===== src/hw/pef_regs.vh =====
// Command codes, field positions, reset values and timing for the port event flag bank.
// Assumes inclusion by the event flag module only.
`ifndef PEF_REGS_VH
`define PEF_REGS_VH
// ****************************************
// Command codes
// ****************************************
`define PEF_CMD_PWR_VIEW 8'h02
`define PEF_CMD_PWR_CLR 8'h03
`define PEF_CMD_SNS_VIEW 8'h04
`define PEF_CMD_SNS_CLR 8'h05
`define PEF_CMD_FLT_VIEW 8'h06
`define PEF_CMD_FLT_CLR 8'h07
`define PEF_CMD_STL_VIEW 8'h08
`define PEF_CMD_STL_CLR 8'h09
// ****************************************
// Field positions and reset values
// ****************************************
`define PEF_HI_NIB 4
`define PEF_LO_NIB 0
`define PEF_EVT_RESET 8'h00
`define PEF_SUM_GOOD 1
`define PEF_SUM_EN 0
`define PEF_SUM_UNPLUG 2
`define PEF_SUM_SENSE 3
`define PEF_SUM_CLASS 4
`define PEF_SUM_IFLT 5
`define PEF_SUM_START 6
// ****************************************
// Timing
// ****************************************
`define PEF_LIMIT_TIME_MS 60
`define PEF_CLK_MHZ 100
`endif


===== src/hw/pef_event_flags.v =====
// Four 8-bit per-port event registers with plain and clear-on-read command codes,
// summary bits and the active-low interrupt pin. Assumes a command decoder that
// presents one read strobe with its command code, and event pulses from port logic.
`timescale 1ns/1ns
`default_nettype none
`include "pef_regs.vh"

// Notes on behaviour
// - Power change register: view and clear codes
// - Sense register: view and clear codes
// - Fault register: view and clear codes
// - Start/limit register: view and clear codes
// - Clear-on-read releases interrupt it caused
// - Flags active high, feed summary bits
// - Ports one to four ascend per nibble
// - Power: high good change, low enable
// - Port off clears sense, fault, limit flags
// - Class flag each cycle or on change
// - Sense flag each cycle or on change
// - Fault: high unplug, low overload timer
// - Cut-off disabled: flag at half limit time
// - Cut-off disabled: clear resets overload counter
// - Clear leaves limit duration counter alone
// - Cut-off enabled: normal timer, no reset
// - Limit flag after limit time exceeded
// - Start flag on start or enable errors
// - All flags reset zero, host read-only
// - Pin needs summary, mask and enable
// - Summary bits cleared by read or reset
// - Undervoltage shut-off sets change flags
module pef_event_flags #(
  parameter NPORT = 4,
  parameter LIMIT_CYCLES = `PEF_LIMIT_TIME_MS * 1000 * `PEF_CLK_MHZ
) (
  input wire sys_clk,
  input wire resetn,
  input wire rd_strobe,
  input wire [7:0] rd_cmd,
  output reg [7:0] rd_data,
  output reg rd_valid,
  input wire [7:0] irq_mask,
  input wire global_irq_enable,
  input wire clear_all_summary,
  input wire class_change_only,
  input wire sense_change_only,
  input wire [NPORT-1:0] overload_cut_enable,
  input wire [NPORT-1:0] port_on,
  input wire [NPORT-1:0] power_good,
  input wire [NPORT-1:0] class_done,
  input wire [NPORT*3-1:0] class_result,
  input wire [NPORT-1:0] sense_done,
  input wire [NPORT*4-1:0] sense_result,
  input wire [NPORT-1:0] unplug_event,
  input wire [NPORT-1:0] overload,
  input wire [NPORT-1:0] overload_time_out,
  input wire [NPORT-1:0] at_limit,
  input wire [NPORT-1:0] start_fault,
  input wire [NPORT-1:0] enable_turn_on_error,
  output reg [7:0] summary,
  output reg irq_n
);
  // ****************************************
  // Command decode
  // ****************************************
  wire clr_pwr = rd_strobe && rd_cmd == `PEF_CMD_PWR_CLR;
  wire clr_sns = rd_strobe && rd_cmd == `PEF_CMD_SNS_CLR;
  wire clr_flt = rd_strobe && rd_cmd == `PEF_CMD_FLT_CLR;
  wire clr_stl = rd_strobe && rd_cmd == `PEF_CMD_STL_CLR;
  wire hit_pwr = rd_strobe && (rd_cmd == `PEF_CMD_PWR_VIEW || clr_pwr);
  wire hit_sns = rd_strobe && (rd_cmd == `PEF_CMD_SNS_VIEW || clr_sns);
  wire hit_flt = rd_strobe && (rd_cmd == `PEF_CMD_FLT_VIEW || clr_flt);
  wire hit_stl = rd_strobe && (rd_cmd == `PEF_CMD_STL_VIEW || clr_stl);

  reg [NPORT-1:0] good_state_changed, enable_state_changed;
  reg [NPORT-1:0] class_cycle_flag, sense_cycle_flag;
  reg [NPORT-1:0] unplug_flag, overload_cut_flag;
  reg [NPORT-1:0] current_limited_flag, turn_on_fault_flag;
  reg [NPORT-1:0] prev_on, prev_good;
  wire [NPORT-1:0] set_class, set_sense, set_cut, set_lim;

  // Port n at bit n of each nibble
  wire [7:0] pwr_reg = {good_state_changed, enable_state_changed};
  wire [7:0] sns_reg = {class_cycle_flag, sense_cycle_flag};
  wire [7:0] flt_reg = {unplug_flag, overload_cut_flag};
  wire [7:0] stl_reg = {current_limited_flag, turn_on_fault_flag};

  // ****************************************
  // Per-port event sources
  // ****************************************
  genvar p;
  generate
    for (p = 0; p < NPORT; p = p + 1) begin : g_port
      reg [2:0] last_class;
      reg [3:0] last_sense;
      reg [31:0] lim_cnt;
      reg [31:0] cut_cnt;
      wire [2:0] cls = class_result[p*3 +: 3];
      wire [3:0] sns = sense_result[p*4 +: 4];
      assign set_class[p] = class_done[p] && (!class_change_only || cls != last_class);
      assign set_sense[p] = sense_done[p] && (!sense_change_only || sns != last_sense);
      assign set_lim[p] = at_limit[p] && lim_cnt == LIMIT_CYCLES;
      // Without cut-off the overload timer runs at half the limit time
      assign set_cut[p] = overload_cut_enable[p] ? overload_time_out[p] :
                          (overload[p] && cut_cnt == LIMIT_CYCLES / 2);
      always @(posedge sys_clk) begin
        if (!resetn || !port_on[p]) begin
          last_class <= 3'h0;
          last_sense <= 4'h0;
        end else begin
          if (class_done[p])
            last_class <= cls;
          if (sense_done[p])
            last_sense <= sns;
        end
        // Limit duration counter is never touched by a clear-on-read
        if (!resetn || !at_limit[p])
          lim_cnt <= 32'h0;
        else if (lim_cnt != LIMIT_CYCLES)
          lim_cnt <= lim_cnt + 32'h1;
        if (!resetn || !overload[p] || overload_cut_enable[p])
          cut_cnt <= 32'h0;
        else if (clr_flt)
          cut_cnt <= 32'h0;
        else if (cut_cnt <= LIMIT_CYCLES / 2)
          cut_cnt <= cut_cnt + 32'h1;
      end
    end
  endgenerate

  // ****************************************
  // Event registers
  // ****************************************
  // Set wins over clear so no event is lost
  always @(posedge sys_clk) begin
    if (!resetn) begin
      good_state_changed <= {NPORT{1'b0}};
      enable_state_changed <= {NPORT{1'b0}};
      class_cycle_flag <= {NPORT{1'b0}};
      sense_cycle_flag <= {NPORT{1'b0}};
      unplug_flag <= {NPORT{1'b0}};
      overload_cut_flag <= {NPORT{1'b0}};
      current_limited_flag <= {NPORT{1'b0}};
      turn_on_fault_flag <= {NPORT{1'b0}};
      prev_on <= {NPORT{1'b0}};
      prev_good <= {NPORT{1'b0}};
    end else begin
      prev_on <= port_on;
      prev_good <= power_good;
      // Any cause of a state change, undervoltage shut-off included
      good_state_changed <= (clr_pwr ? {NPORT{1'b0}} : good_state_changed)
        | (power_good ^ prev_good);
      enable_state_changed <= (clr_pwr ? {NPORT{1'b0}} : enable_state_changed)
        | (port_on ^ prev_on);
      class_cycle_flag <= ((clr_sns ? {NPORT{1'b0}} : class_cycle_flag)
        | set_class) & port_on;
      sense_cycle_flag <= ((clr_sns ? {NPORT{1'b0}} : sense_cycle_flag)
        | set_sense) & port_on;
      unplug_flag <= ((clr_flt ? {NPORT{1'b0}} : unplug_flag)
        | unplug_event) & port_on;
      overload_cut_flag <= ((clr_flt ? {NPORT{1'b0}} : overload_cut_flag)
        | set_cut) & port_on;
      current_limited_flag <= ((clr_stl ? {NPORT{1'b0}} : current_limited_flag)
        | set_lim) & port_on;
      // Start faults are raised as the port drops, so they are not masked by it
      turn_on_fault_flag <= (clr_stl ? {NPORT{1'b0}} : turn_on_fault_flag)
        | start_fault | enable_turn_on_error;
    end
  end

  // ****************************************
  // Read path, summary and interrupt pin
  // ****************************************
  reg [7:0] next_summary;
  always @* begin
    next_summary = clear_all_summary ? 8'h00 : summary;
    if (clr_pwr || hit_pwr) begin
      next_summary[`PEF_SUM_GOOD] = 1'b0;
      next_summary[`PEF_SUM_EN] = 1'b0;
    end
    if (hit_sns) begin
      next_summary[`PEF_SUM_SENSE] = 1'b0;
      next_summary[`PEF_SUM_CLASS] = 1'b0;
    end
    if (hit_flt) begin
      next_summary[`PEF_SUM_UNPLUG] = 1'b0;
      next_summary[`PEF_SUM_IFLT] = 1'b0;
    end
    if (hit_stl) begin
      next_summary[`PEF_SUM_START] = 1'b0;
      next_summary[`PEF_SUM_IFLT] = 1'b0;
    end
    // New set flags raise summary bits again, winning over a clear
    if (|(power_good ^ prev_good)) next_summary[`PEF_SUM_GOOD] = 1'b1;
    if (|(port_on ^ prev_on)) next_summary[`PEF_SUM_EN] = 1'b1;
    if (|set_sense) next_summary[`PEF_SUM_SENSE] = 1'b1;
    if (|set_class) next_summary[`PEF_SUM_CLASS] = 1'b1;
    if (|unplug_event) next_summary[`PEF_SUM_UNPLUG] = 1'b1;
    if (|(set_cut | set_lim)) next_summary[`PEF_SUM_IFLT] = 1'b1;
    if (|(start_fault | enable_turn_on_error)) next_summary[`PEF_SUM_START] = 1'b1;
    next_summary[7] = 1'b0;
  end

  always @(posedge sys_clk) begin
    if (!resetn) begin
      rd_data <= `PEF_EVT_RESET;
      rd_valid <= 1'b0;
      summary <= 8'h00;
      irq_n <= 1'b1;
    end else begin
      rd_valid <= hit_pwr | hit_sns | hit_flt | hit_stl;
      // Both codes return the byte as it stood before the clear
      rd_data <= hit_pwr ? pwr_reg : hit_sns ? sns_reg : hit_flt ? flt_reg :
                 hit_stl ? stl_reg : 8'h00;
      summary <= next_summary;
      irq_n <= !(global_irq_enable && |(next_summary & irq_mask));
    end
  end
endmodule // pef_event_flags
`default_nettype wire


===== config.mk =====
export PLATFORM = sky130hd
export DESIGN_NAME = pef_event_flags
export DESIGN_NICKNAME = d
export VERILOG_FILES = /design/src/hw/pef_event_flags.v
export VERILOG_INCLUDE_DIRS = /design/src /design/src/hw
export SDC_FILE = /design/constraint.sdc
export NUM_CORES = 1
export LEC_CHECK = 0
export BUFFER_PORTS_ARGS = -buffer_cell sky130_fd_sc_hd__buf_2
export CAP_MARGIN = 30
export CORE_MARGIN = 4
export CORE_UTILIZATION = 60
export DETAILED_ROUTE_END_ITERATION = 6
export HOLD_SLACK_MARGIN = 0.12
export PLACE_DENSITY = 0.8
export SLEW_MARGIN = 20
export SYNTH_ARGS = -nofsm -noshare
export SYNTH_HDL_FRONTEND = slang
export SYNTH_SLANG_ARGS = --single-unit

===== constraint.sdc =====
create_clock -name sys_clk -period 5.6 [get_ports sys_clk]
set_clock_uncertainty 0.15 [all_clocks]
set_input_delay 0 -clock sys_clk [delete_from_list [all_inputs] [get_ports sys_clk]]
set_output_delay 0 -clock sys_clk [all_outputs]
set_load 0.005 [all_outputs]

==> results.txt, run 1 <==
----------------------------------------------------
[Outcome]
  Run status ... completed

[Power]
  Total power divided by cell area ... 277 nW/µm²
  Final Total Pwr ... 5.29 mW
  Reported leakage power ... 7.08 nW
  Largest vdd supply drop ... 0.250 mV

[Route]
  Wirelength per Cell ... 18.2 µm
  DR DRC count ... 0
  Vias per std cell ... 5.89
  DR pass1 iterations ... 6
  Aggregate routed wire length ... 42500 µm
  Number of nets still failing antenna checks after routing ... 0
  Total number of vias ... 13778
  Drt initial violations ... 1039

[Yosys]
  Yosys warning count ... 0
  EDFF count, synth ... 0
  Synth Register Bits ... 341
  Count of distinct cell types in the synthesized netlist ... 72
  Syn Inst Count ... 1691
  Average cell area after synthesis ... 8.90 µm²
  Number of nets produced by synthesis ... 1802
  Async SR Flop Fraction ... 0%
  Post-Syn Area ... 15000 µm²
  Yosys top cell by area ... sky130_fd_sc_hd__dfxtp_1
  Dominant cells by area after synthesis ... sky130_fd_sc_hd__dfxtp_1 (45%), sky130_fd_sc_hd__xor2_1 (6.8%), sky130_fd_sc_hd__nor2_1 (6.7%)
  Ys flop type ... sky130_fd_sc_hd__dfxtp_1
  Sequential fraction of the synthesis area ... 45.4%
  Fraction of synthesized cell area taken by the top area cell type ... 45.4%

[Placement]
  Post-DP HPWL ... 23500 µm
  Total placed instance area ... 15900 µm²
  Final weighted congestion in routability-driven placement ... 0.843
  Worst slack at placement ... 2.42 ns
  Number of buffer cells added on primary ports ... 110
  Cell total after placement ... 2074

[Global route]
  Via count of the first global-routing pass ... 13976
  Antenna violations before repair ... 2
  Wire length of the first global-routing pass ... 69200 µm
  Aggregate global routing overflow ... 0
  Global routing usage summed across all routing layers ... 29.8%
  Maximum number of pins on one net before global-route repair ... 51

[STA]
  RSZ-0062 raised after global routing ... false
  Final clock period utilization by the worst path ... 76.2%
  Final min period ... 4.27 ns
  Setup violations, final ... 0
  Post-Route Hold Slack ... 0.206 ns
  Sum Neg Setup Slack ... 0 ns
  Final Hold Fails ... 0
  Fin. max-slew vios ... 0
  Worst setup slack after layout ... 1.33 ns
  Worst rel slew slack ... 33.7%
  Slew of the pin with the lowest slew margin ... 0.969 ns
  Maximum operating frequency ... 234 MHz

[Clock tree]
  Number of buffers inserted by post-CTS setup repair ... 0
  Cts bufs inserted ... 37
  Clk slew on worst S/H paths ... 0.06 ns
  Sinks on the clock net ... 341
  Level count of the clock H-tree ... 2
  Root buffer selected by CTS ... sky130_fd_sc_hd__clkbuf_16
  Longest Clk Path Bufs ... 3
  TritonCTS clock tree ... done
  Clock insertion delay at the later pin of the skew report ... 0.53 ns

[Setup path]
  Kind of end point of the critical path ... register
  Arrival time worst endpoint ... 4.58 ns
  Critical setup path kind ... primary input to register
  CP startpoint kind ... primary input
  Largest fanout on the critical path ... 7
  Req. time, crit path ... 5.91 ns

[Floorplan]
  Number of standard-cell rows in the floorplan ... 57
  Top Ports ... 113
  Core area ... 24500 µm²
  DIE AREA ... 27700 µm²
  Floorplan die width ... 166 µm
  Height of the die ... 166 µm
  Initial Util ... 61.5%

[Layout]
  Layout Nets ... 2098
  Share of cells above drive strength 1 ... 10.6%
  Layout fillers ... 1490
  Top library cells by usage in the layout, fill and taps aside ... sky130_fd_sc_hd__dfxtp_1 (341), sky130_fd_sc_hd__nor2_1 (267), sky130_fd_sc_hd__dlygate4sd3_1 (197)
  Final instance count without filler cells ... 2341
  Design area ... 19100 µm²
  Most common library cell in the layout ignoring fill and taps ... sky130_fd_sc_hd__dfxtp_1
  Final Util ... 78.1%
  Layout Area Growth over Synthesis ... 26.9%

[Flow run]
  Max Cap Violations ... 0

[Hold path]
  Class of the tightest hold or removal check ... primary input to register

----------------------------------------------------
[synth_stat cells (4+ instances only)]
cell	n
sky130_fd_sc_hd__o21ai_0	33
sky130_fd_sc_hd__a211oi_1	5
sky130_fd_sc_hd__and4_1	13
sky130_fd_sc_hd__nand3_1	81
sky130_fd_sc_hd__nor3_1	26
sky130_fd_sc_hd__ha_1	16
sky130_fd_sc_hd__nor2b_1	21
sky130_fd_sc_hd__nand4_1	52
sky130_fd_sc_hd__a222oi_1	5
sky130_fd_sc_hd__and2_1	57
sky130_fd_sc_hd__nor2_1	267
sky130_fd_sc_hd__buf_1	13
sky130_fd_sc_hd__mux2i_1	33
sky130_fd_sc_hd__nand4b_1	4
sky130_fd_sc_hd__nand2_1	135
sky130_fd_sc_hd__nor4b_1	16
sky130_fd_sc_hd__or4_1	9
sky130_fd_sc_hd__a41oi_1	5
sky130_fd_sc_hd__xor2_1	117
sky130_fd_sc_hd__a21oi_1	62
sky130_fd_sc_hd__inv_1	43
sky130_fd_sc_hd__xnor2_1	95
sky130_fd_sc_hd__dfxtp_1	341
sky130_fd_sc_hd__nor4_1	24
sky130_fd_sc_hd__a21boi_0	11
sky130_fd_sc_hd__clkbuf_1	35
sky130_fd_sc_hd__a2111oi_2	16
sky130_fd_sc_hd__buf_2	7
sky130_fd_sc_hd__nor4_2	4
sky130_fd_sc_hd__or3_1	27
sky130_fd_sc_hd__nand2b_1	7
sky130_fd_sc_hd__and3_1	48
sky130_fd_sc_hd__a22oi_1	4
[cell type report]
class,count,area [µm²],area share (%)
Clock inverter,12,123,0.642
Tap cell,324,405,2.12
Sequential cell,341,6830,35.7
Clock buffer,55,1110,5.79
Multi-Input combinational cell,1249,7820,40.9
Inverter,43,161,0.845
Timing Repair Buffer,315,2650,13.9
Antenna cell,2,5.00,0.0262
[worst paths after layout]
check                     startpoint                     to  slack (ns)  cells after the start
max                        rd_cmd[3]                  irq_n        1.33                     10
min                      irq_mask[5]                  irq_n        0.21                      4
max reg2reg  g_port[1].last_sense[0]                  irq_n        1.84                      9
min reg2reg    g_port[3].cut_cnt[24]  g_port[3].cut_cnt[24]        0.31                      1
[worst max-delay path, cell delays in order]
cell,delay (ns)
sky130_fd_sc_hd__dlygate4sd3_1,0.54
sky130_fd_sc_hd__buf_2,0.17
sky130_fd_sc_hd__or4b_1,0.63
sky130_fd_sc_hd__nor4_4,0.34
sky130_fd_sc_hd__dlygate4sd3_1,0.87
sky130_fd_sc_hd__o21ai_0,0.28
sky130_fd_sc_hd__a222oi_1,0.82
sky130_fd_sc_hd__and3_1,0.26
sky130_fd_sc_hd__o22a_1,0.12
sky130_fd_sc_hd__dlygate4sd3_1,0.54
[layer usage]
| layer | share of wire (%) | up-vias | GRT usage, % | wire (µm) |
|---|---|---|---|---|
| met1 | 38 | 6543 | 34.7 | 16200 |
| met5 | 0.031 | - | 0 | 13 |
| li1 | - | 6439 | - | - |
| met3 | 6.5 | 198 | 5.38 | 2750 |
| met4 | 6.6 | 2 | 18.4 | 2820 |
| met2 | 49 | 596 | 50.9 | 20700 |
[sequential cells by signal, indices dropped and copies added (netlist names)]
| signal | count |
|---|---|
| turn_on_fault_flag | 4 |
| rd_data | 8 |
| good_state_changed | 4 |
| sense_cycle_flag | 4 |
| rd_valid | 1 |
| g_port.lim_cnt | 128 |
| irq_n | 1 |
| prev_good | 4 |
| prev_on | 4 |
| current_limited_flag | 4 |
| g_port.last_sense | 16 |
| enable_state_changed | 4 |
| overload_cut_flag | 4 |
| g_port.last_class | 12 |
| summary | 7 |
| class_cycle_flag | 4 |
| g_port.cut_cnt | 128 |
| unplug_flag | 4 |
[report_power, final]
group	total, mW	switching (mW)	internal (mW)
Combinational	0.341	0.165	0.176
Clock	2.47	1.00	1.47
Sequential	2.48	0.0248	2.46
Total	5.29	1.19	4.10
[what timing repair did]
item	CTS	global route
resized for setup	0	0
hold buffers	197	0
endpoints found under the hold margin	209	0
[cells by family after synthesis]
logic type	count (synthesis)	synth area share, %
AND/OR/NAND/NOR	811	27.5
flip-flops	341	45.4
XOR/XNOR	212	12.3
AO/OA/AOI/OAI	176	8.54
buffers and inverters	101	2.70
multiplexers	33	2.19
adder cells (fa/ha/maj)	16	1.33
other	1	0.0249
Note: power is estimated with default switching activity, not from simulation.
==> run 2, diff against run 1 <==
==> constraint.sdc (replaced) <==
create_clock -name sys_clk -period 4.3 [get_ports sys_clk]
set_clock_uncertainty 0.15 [all_clocks]
set_input_delay 0 -clock sys_clk [delete_from_list [all_inputs] [get_ports sys_clk]]
set_output_delay 0 -clock sys_clk [all_outputs]
set_load 0.005 [all_outputs]
==> results.txt, run 2 (same netlist as run 1, synthesis figures left out) <==
----------------------------------------------------
[Outcome]
  Run status ... completed

[Route]
  DR pass1 iterations ... 5
  Total number of vias ... 13656
  Drt initial violations ... 1196
  Aggregate routed wire length ... 41700 µm
  Number of nets still failing antenna checks after routing ... 0
  Wirelength per Cell ... 17.9 µm
  DR DRC count ... 0
  Vias per std cell ... 5.85

[Placement]
  Worst slack at placement ... 1.34 ns
  Final weighted congestion in routability-driven placement ... 0.870
  Number of buffer cells added on primary ports ... 110
  Post-DP HPWL ... 23600 µm

[STA]
  Final min period ... 4.18 ns
  Setup violations, final ... 0
  Maximum operating frequency ... 239 MHz
  Slew of the pin with the lowest slew margin ... 0.820 ns
  RSZ-0062 raised after global routing ... false
  Worst setup slack after layout ... 0.121 ns
  Fin. max-slew vios ... 0
  Sum Neg Setup Slack ... 0 ns
  Final clock period utilization by the worst path ... 97.2%
  Worst rel slew slack ... 45.2%
  Final Hold Fails ... 0

[Global route]
  Antenna violations before repair ... 2
  Aggregate global routing overflow ... 0
  Global routing usage summed across all routing layers ... 29.1%
  Wire length of the first global-routing pass ... 68300 µm
  Maximum number of pins on one net before global-route repair ... 31
  Via count of the first global-routing pass ... 13692

[Floorplan]
  Initial Util ... 61.5%
  Height of the die ... 166 µm
  Number of standard-cell rows in the floorplan ... 57
  Floorplan die width ... 166 µm
  Core area ... 24500 µm²
  Top Ports ... 113
  DIE AREA ... 27700 µm²

[Layout]
  Share of cells above drive strength 1 ... 11.1%
  Layout Nets ... 2095
  Most common library cell in the layout ignoring fill and taps ... sky130_fd_sc_hd__dfxtp_1
  Largest registers ... g_port.cut_cnt: 128 flops, g_port.lim_cnt: 128 flops, g_port.last_sense: 16 flops
  Final Util ... 77.9%
  Top library cells by usage in the layout, fill and taps aside ... sky130_fd_sc_hd__dfxtp_1 (341), sky130_fd_sc_hd__nor2_1 (267), sky130_fd_sc_hd__dlygate4sd3_1 (192)
  Layout Area Growth over Synthesis ... 26.6%
  Layout fillers ... 1499

[Power]
  Largest vdd supply drop ... 0.298 mV
  Total power divided by cell area ... 360 nW/µm²
  Reported leakage power ... 7.06 nW

[Clock tree]
  Clock insertion delay at the later pin of the skew report ... 0.52 ns
  Clk slew on worst S/H paths ... 0.07 ns
  Cts bufs inserted ... 36
  TritonCTS clock tree ... done
  Number of buffers inserted by post-CTS setup repair ... 0
  Sinks on the clock net ... 341
  Level count of the clock H-tree ... 2
  Root buffer selected by CTS ... sky130_fd_sc_hd__clkbuf_16
  Longest Clk Path Bufs ... 3

[Setup path]
  Kind of end point of the critical path ... register
  Largest fanout on the critical path ... 16
  CP startpoint kind ... primary input
  Arrival time worst endpoint ... 4.44 ns
  Critical setup path kind ... primary input to register
  Req. time, crit path ... 4.56 ns

[Hold path]
  Class of the tightest hold or removal check ... primary input to register

[Flow run]
  Max Cap Violations ... 0

----------------------------------------------------
## run 2: repair_timing
action                                 in CTS  in global routing
gates resized for setup                     0                  3
endpoints found under the hold margin     201                 22
hold buffers                              190                  2
setup endpoints to repair                   0                  3
## run 2: critical path, stage by stage
cell,delay [ns]
sky130_fd_sc_hd__dlygate4sd3_1,0.53
sky130_fd_sc_hd__buf_2,0.16
sky130_fd_sc_hd__or4bb_1,0.58
sky130_fd_sc_hd__dlygate4sd3_1,0.63
sky130_fd_sc_hd__nor2_2,0.13
sky130_fd_sc_hd__dlygate4sd3_1,0.57
sky130_fd_sc_hd__buf_4,0.19
sky130_fd_sc_hd__nand2_1,0.50
sky130_fd_sc_hd__a21oi_1,0.47
sky130_fd_sc_hd__nor2_1,0.08
sky130_fd_sc_hd__dlygate4sd3_1,0.58
## run 2: through the flow
step,area [µm²],hold WS [ns],std cells,power (mW)
final,19000,0.0767,2336,6.86
after global routing,19000,0.131,2335,7.04
after CTS,19000,0.173,2329,6.83
after detailed placement,15900,0.0934,2076,3.56
after global placement,15800,0.0805,2070,3.55
after floorplan,15000,-0.0326,1691,3.44
## run 2: metal layers
metal / global-route usage, % / wire length, µm / vias up
li1: - / - / 6419
met1: 34.7 / 16500 / 6535
met2: 50.6 / 20600 / 523
met3: 4.38 / 2260 / 179
met4: 15.5 / 2310 / 0
met5: 0 / 0 / -
## run 2: final timing paths
path | cells past startpoint | slack [ns] | startpoint | to
max | 11 | 0.12 | rd_cmd[5] | unplug_flag[3]
max reg2reg | 8 | 0.46 | g_port[0].last_sense[2] | irq_n
min | 4 | 0.08 | overload[3] | g_port[3].cut_cnt[16]
min reg2reg | 1 | 0.30 | g_port[1].cut_cnt[27] | g_port[1].cut_cnt[27]
## run 2: cell type report
type	count	area (µm²)	share of cell area (%)
diodes	3	7.51	0.0394
clock buffers	42	985	5.17
clock inverters	21	224	1.18
inverters	43	161	0.847
multi-input cells	1249	7840	41.1
flip-flops and latches	341	6830	35.8
well taps	324	405	2.13
repair buffers	313	2600	13.7
## run 2: report_power, final
group          switching [mW]  leakage (nW)  internal, mW
logic                   0.206          3.70         0.224
registers              0.0323          2.76          3.20
clock network            1.31         0.599          1.89
